--- src/core/ser_defs.svh ---
/*
 Offsets, field positions, reset values and the used-condition mask for the status event reporting block.
 Assumes inclusion by bare name from core/ files.
*/
`ifndef SER_DEFS_SVH
`define SER_DEFS_SVH

// Register selects on the command port
`define SER_REG_STB 4'h0
`define SER_REG_SRE 4'h1
`define SER_REG_ESR 4'h2
`define SER_REG_ESE 4'h3
`define SER_REG_OCOND 4'h4
`define SER_REG_OEVT 4'h5
`define SER_REG_OENA 4'h6
`define SER_REG_ONTR 4'h7
`define SER_REG_OPTR 4'h8

// Status byte fields
`define SER_STB_ESB 5
`define SER_STB_MSS 6
`define SER_STB_OPER 7

// Standard event fields
`define SER_ESR_OPC 0
`define SER_ESR_RQC 1
`define SER_ESR_QYE 2
`define SER_ESR_DDE 3
`define SER_ESR_EXE 4
`define SER_ESR_CME 5
`define SER_ESR_URQ 6
`define SER_ESR_PON 7

// Operation condition fields in use
`define SER_OCOND_USED 16'h1E3B

// Reset and preset values
`define SER_ESE_RESET 8'h00
`define SER_SRE_RESET 8'h00
`define SER_OENA_RESET 16'h0000
`define SER_ONTR_RESET 16'h0000
`define SER_OPTR_RESET 16'h7FFF
`define SER_ESR_RESET 8'h80

`endif

--- src/core/ser_pkg.sv ---
/*
 Types for the status event reporting block.
 Assumes ser_defs.svh supplies the numeric constants.
*/
package ser_pkg;
	typedef logic [7:0] ser_byte_t;
	typedef logic [15:0] ser_word_t;
endpackage

--- src/core/ser_status.sv ---
/*
 Status event reporting: standard event group, operation group and status byte.
 Assumes a controller parser that issues one-cycle write/read strobes with a register select,
 and condition sources synchronous to ref_clk.
*/
`include "ser_defs.svh"
`timescale 1ns/1ps
`default_nettype none

module ser_status
	import ser_pkg::*;
(
	input wire logic ref_clk,
	input wire logic sys_rst,
	input wire logic cmd_wr,
	input wire logic cmd_rd,
	input wire logic [3:0] cmd_sel,
	input wire logic [15:0] cmd_wdata,
	input wire logic clear_status,
	input wire logic preset_status,
	input wire logic opc_armed_done,
	input wire logic err_query,
	input wire logic err_device,
	input wire logic err_execution,
	input wire logic err_command,
	input wire logic local_key,
	input wire logic iq_cal_busy,
	input wire logic settling,
	input wire logic sweeping,
	input wire logic bert_measuring,
	input wire logic wait_trigger,
	input wire logic dc_modulation_null,
	input wire logic baseband_summary,
	input wire logic sweep_calculating,
	input wire logic bert_syncing,
	input wire logic error_queue_nonempty,
	input wire logic questionable_summary,
	input wire logic message_available,
	output logic [15:0] cmd_rdata,
	output logic cmd_rvalid,
	output logic [7:0] status_byte,
	output logic master_summary_bit
);

	ser_byte_t standard_event_latch;
	ser_byte_t std_event_enable;
	ser_byte_t service_enable;
	ser_word_t operation_condition_live;
	ser_word_t prev_condition;
	ser_word_t operation_event;
	ser_word_t operation_enable;
	ser_word_t operation_ntr;
	ser_word_t operation_ptr;
	ser_byte_t next_status_byte;
	ser_byte_t std_new;
	ser_word_t oper_new;
	logic std_summary;
	logic oper_summary;
	logic next_mss;
	logic rd_esr;
	logic rd_oevt;

	function automatic logic sel_hit(input logic strobe, input logic [3:0] sel, input logic [3:0] want);
		sel_hit = strobe && (sel == want);
	endfunction

	assign rd_esr = sel_hit(cmd_rd, cmd_sel, `SER_REG_ESR);
	assign rd_oevt = sel_hit(cmd_rd, cmd_sel, `SER_REG_OEVT);

	always_comb
	begin
		operation_condition_live = '0;
		operation_condition_live[0] = iq_cal_busy;
		operation_condition_live[1] = settling;
		operation_condition_live[3] = sweeping;
		operation_condition_live[4] = bert_measuring;
		operation_condition_live[5] = wait_trigger;
		operation_condition_live[9] = dc_modulation_null;
		operation_condition_live[10] = baseband_summary;
		operation_condition_live[11] = sweep_calculating;
		operation_condition_live[12] = bert_syncing;
		operation_condition_live = operation_condition_live & `SER_OCOND_USED;
	end

	always_ff @(posedge ref_clk)
	begin
		if (sys_rst)
			prev_condition <= '0;
		else
			prev_condition <= operation_condition_live;
	end

	// Per-bit edge filters
	// Each condition bit gets its own filter pair
	genvar gi;
	generate
		for (gi = 0; gi < 16; gi++)
		begin : g_edge
			assign oper_new[gi] = (prev_condition[gi] && !operation_condition_live[gi] && operation_ntr[gi])
				|| (!prev_condition[gi] && operation_condition_live[gi] && operation_ptr[gi]);
		end
	endgenerate

	always_ff @(posedge ref_clk)
	begin
		if (sys_rst)
			operation_event <= '0;
		else if (rd_oevt || clear_status)
			operation_event <= oper_new;
		else
			operation_event <= operation_event | oper_new;
	end

	always_comb
	begin
		std_new = '0;
		std_new[`SER_ESR_OPC] = opc_armed_done;
		std_new[`SER_ESR_QYE] = err_query;
		std_new[`SER_ESR_DDE] = err_device;
		std_new[`SER_ESR_EXE] = err_execution;
		std_new[`SER_ESR_CME] = err_command;
		std_new[`SER_ESR_URQ] = local_key;
	end

	always_ff @(posedge ref_clk)
	begin
		if (sys_rst)
			standard_event_latch <= `SER_ESR_RESET;
		else if (rd_esr || clear_status)
			standard_event_latch <= std_new;
		else
			standard_event_latch <= standard_event_latch | std_new;
	end

	always_ff @(posedge ref_clk)
	begin
		if (sys_rst)
		begin
			std_event_enable <= `SER_ESE_RESET;
			service_enable <= `SER_SRE_RESET;
			operation_enable <= `SER_OENA_RESET;
			operation_ntr <= `SER_ONTR_RESET;
			operation_ptr <= `SER_OPTR_RESET;
		end
		else if (preset_status)
		begin
			operation_enable <= `SER_OENA_RESET;
			operation_ntr <= `SER_ONTR_RESET;
			operation_ptr <= `SER_OPTR_RESET;
		end
		else if (cmd_wr)
		begin
			case (cmd_sel)
				`SER_REG_ESE: std_event_enable <= cmd_wdata[7:0];
				`SER_REG_SRE: service_enable <= cmd_wdata[7:0] & 8'hBF;
				`SER_REG_OENA: operation_enable <= cmd_wdata;
				`SER_REG_ONTR: operation_ntr <= cmd_wdata;
				`SER_REG_OPTR: operation_ptr <= cmd_wdata;
				default: ;
			endcase
		end
	end

	assign std_summary = |(standard_event_latch & std_event_enable);
	assign oper_summary = |(operation_event & operation_enable);

	always_comb
	begin
		next_status_byte = '0;
		next_status_byte[2] = error_queue_nonempty;
		next_status_byte[3] = questionable_summary;
		next_status_byte[4] = message_available;
		next_status_byte[`SER_STB_ESB] = std_summary;
		next_status_byte[`SER_STB_OPER] = oper_summary;
		next_mss = |(next_status_byte & service_enable);
		next_status_byte[`SER_STB_MSS] = next_mss;
	end

	always_ff @(posedge ref_clk)
	begin
		if (sys_rst)
		begin
			status_byte <= '0;
			master_summary_bit <= 1'b0;
		end
		else
		begin
			status_byte <= next_status_byte;
			master_summary_bit <= next_mss;
		end
	end

	// Read data captured at the strobe, before the clear lands
	always_ff @(posedge ref_clk)
	begin
		if (sys_rst)
		begin
			cmd_rdata <= '0;
			cmd_rvalid <= 1'b0;
		end
		else
		begin
			cmd_rvalid <= cmd_rd;
			if (cmd_rd)
			begin
				case (cmd_sel)
					`SER_REG_STB: cmd_rdata <= {8'h00, next_status_byte};
					`SER_REG_SRE: cmd_rdata <= {8'h00, service_enable};
					`SER_REG_ESR: cmd_rdata <= {8'h00, standard_event_latch};
					`SER_REG_ESE: cmd_rdata <= {8'h00, std_event_enable};
					`SER_REG_OCOND: cmd_rdata <= operation_condition_live;
					`SER_REG_OEVT: cmd_rdata <= operation_event;
					`SER_REG_OENA: cmd_rdata <= operation_enable;
					`SER_REG_ONTR: cmd_rdata <= operation_ntr;
					`SER_REG_OPTR: cmd_rdata <= operation_ptr;
					default: cmd_rdata <= '0;
				endcase
			end
		end
	end

endmodule // ser_status

`default_nettype wire

--- config.mk ---
export PLATFORM = sky130hd
export DESIGN_NAME = ser_status
export DESIGN_NICKNAME = d
export VERILOG_FILES = /design/src/core/ser_pkg.sv /design/src/core/ser_status.sv
export VERILOG_INCLUDE_DIRS = /design/src /design/src/core
export SDC_FILE = /design/constraint.sdc
export NUM_CORES = 1
export LEC_CHECK = 0
export BUFFER_PORTS_ARGS = -buffer_cell sky130_fd_sc_hd__buf_2
export CORE_ASPECT_RATIO = 2
export CORE_MARGIN = 2
export CORE_UTILIZATION = 50
export CTS_CLUSTER_SIZE = 14
export DETAILED_ROUTE_END_ITERATION = 8
export PLACE_DENSITY = 0.68
export RECOVER_POWER = 50
export SYNTH_ARGS = -nofsm -noshare
export SYNTH_HDL_FRONTEND = slang
export SYNTH_SLANG_ARGS = --single-unit
--- constraint.sdc ---
create_clock -name ref_clk -period 2.85 [get_ports ref_clk]
set_input_delay 0.4275 -clock ref_clk [delete_from_list [all_inputs] [get_ports ref_clk]]
set_output_delay 0.4275 -clock ref_clk [all_outputs]
set_load 0.01 [all_outputs]
==> results by group <==
Outcome
  – Status: finished, final reports clean

Placed design
  – Placed Cells: 712
  – Area after DPL: 5230 µm²
  – Post-DP HPWL: 10,200 µm
  – RePlAce Congestion: 0.956
  – Pre-CTS WS: 0.400 ns
  – # port buffers: 67

Layout
  – Ant. Diodes: 0
  – Multi-input gate area: 2390 µm²
  – Nets: 663
  – Cell Count, Final, Fillers Out: 728
  – Fill count: 885
  – Fraction of layout cells with a size suffix above 1: 11.9%
  – Design area: 5480 µm²
  – Most common cell after layout, fill and taps aside: dfxtp_1
  – Sequential Area: 2220 µm²
  – Commonest non-fill, non-tap cells in the layout: 111 x dfxtp_1, 98 x nand2_1, 60 x nor2_1
  – Area delta synth->final: 13.1%

Clocking
  – Post-CTS Hold Fix Bufs: 0
  – Worst skew pair latency: 0.35 ns
  – H-tree depth: 3
  – Post-CTS Repair Setup Buffers: 0
  – Root Buffer: clkbuf_16
  – Clock Pin Slew Worst Setup and Hold Paths: 0.08 ns
  – Clk buf depth: 2
  – CTS tree: yes
  – Post-CTS sizing: 0
  – Total CTS buffers: 9
  – CTS Sinks: 111

Detailed routing
  – DRC viols: 0
  – Initial DRC count: 476
  – Mean routed wirelength per cell: 20.0 µm
  – Via/cell ratio: 6.07
  – Vias: 4,420
  – Routed Antenna Nets: 0
  – TritonRoute pass-1 iters: 6
  – Final wirelength: 14,600 µm

Synth
  – #FFs+latches synth: 111
  – Synthesized area per cell: 8.56 µm²
  – Post-synthesis sequential area ratio: 45.8%
  – Mapped Area: 4850 µm²
  – Synth async-reset ratio: 0%
  – Cells after synthesis: 566
  – EDFF count, synth: 0
  – Top FF cell, synth: dfxtp_1
  – Netlist cell types: 41
  – Ys Warns: 0

STA
  – Final cycle utilization of the critical path: 78.1%
  – Worst-Margin Slew: 1.08 ns
  – Clock Skew: 0.00976 ns
  – F_max: 449 MHz
  – Setup-failing EPs final: 0
  – Min Tclk post-route: 2.23 ns
  – Setup TNS: 0 ns
  – Rel. slew slack: 27.7%
  – Final hold vios: 0
  – Slew Limit Fails: 0
  – Setup WS post-layout: 0.624 ns
  – RSZ-0062 raised after global routing: no

Global route
  – Vias in the first global route: 4,371
  – Remaining Overflow, GRT: 0
  – Initial antenna violation count: 0
  – First-pass GRT wire length: 22,700 µm
  – GRT Util Overall: 28.7%
  – Largest net degree at the start of global routing: 50

Setup path
  – Worst reg-to-reg path cell count: 5
  – CP required: 3.07 ns
  – Slowest stage delay, CP: 0.69 ns
  – CP Capture Type: flop
  – CP Max Fanout: 30
  – Critical path class: in -> reg
  – CP startpoint kind: input port
  – CP max stage cell: nand3_1
  – Crit-path cells: clkbuf_2 -> and2_1 -> nand3_1 -> nand2_1 -> a21oi_1
  – CP arrival: 2.45 ns

Pwr
  – Peak supply drop: 0.437 mV
  – Power density over the cells: 586 nW/µm²
  – Pwr Total: 3.21 mW
  – Static leakage: 2.19 nW

Floorplanning
  – # IOs: 70
  – Core Rows: 50
  – Initial Utilization: 51.7%
  – Die width: 73.6 µm
  – DIE AREA: 10,500 µm²
  – Chip Height: 143 µm
  – Core ar.: 9380 µm²

Run
  – Max-Cap Viols: 0

Hold path
  – Hold Crit Class: in -> reg
  – Worst hold path cell count: 3
-- per-layer routing --
| metal | wire length (µm) | GRT usage, % |
|---|---|---|
| met5 | 0 | 0 |
| met4 | 1000 | 20.9 |
| met3 | 765 | 5.01 |
| met2 | 7440 | 48.2 |
| met1 | 5380 | 31.1 |
-- cells in the mapped netlist, drive strengths merged (7+ instances only) --
library cell | n | share of area (%)
nor2b | 26 | 3.4
dfxtp | 111 | 46
nand3 | 23 | 2.4
a21oi | 46 | 4.7
nor2 | 60 | 4.6
a22oi | 14 | 2.2
buf | 24 | 2.9
nand2 | 98 | 7.6
inv | 7 | 0.54
nand3b | 14 | 2.2
clkbuf | 15 | 1.2
mux2i | 46 | 9.5
o21ai | 25 | 2.6
-- cells by family (layout without fill, tap and decap cells) --
kind of cell / count (synthesis) / after routing / synth area share, %
buf+inv: 46 / 103 / 4.57
flops: 111 / 111 / 45.8
mux: 52 / 52 / 11.6
simple gates: 239 / 239 / 23.0
compound gates: 117 / 117 / 14.9
other cells: 1 / 2 / 0.0774
-- sequential cells by signal (all words and copies together) (netlist names) --
signal                flops
cmd_rdata                16
operation_enable         16
operation_ntr            16
operation_ptr            16
operation_event           9
prev_condition            9
std_event_enable          8
service_enable            7
standard_event_latch      7
status_byte               6
cmd_rvalid                1
-- metrics by stage --
stage / utilization, % / hold WS (ns)
global placement: 55.7 / 0.439
CTS: 59.1 / 0.287
floorplan: - / 0.434
detailed placement: 55.7 / 0.448
finish: 58.4 / 0.281
global route: 58.4 / 0.288
-- worst paths after layout --
check	from	to	slack, ns
worst max register to register	operation_event[0]	status_byte[6]	0.92
worst min-delay path	local_key	standard_event_latch[6]	0.28
worst max-delay path	cmd_sel[1]	operation_ntr[12]	0.62
worst min register to register	operation_ntr[13]	operation_ntr[13]	0.46
-- final cells by class --
class | instances | area share (%)
Clock buffer | 12 | 4.86
Clock inverter | 4 | 0.936
Inverter | 7 | 0.479
Multi-Input combinational cell | 410 | 43.7
Sequential cell | 111 | 40.5
Tap cell | 104 | 2.37
Timing Repair Buffer | 80 | 7.14
-- power by group --
part	total [mW]	internal [mW]	switching [mW]
combinational	0.275	0.0974	0.177
sequential	1.61	1.59	0.0267
clock	1.33	0.756	0.570
-- critical path: cells and delay by family --
family | cells | cell delay [ns]
and+or+nand+nor | 3 | 1.39
AOI/OAI and AO/OA | 1 | 0.10
buffers and inverters | 1 | 0.50
(Power assumes the default switching activity.)
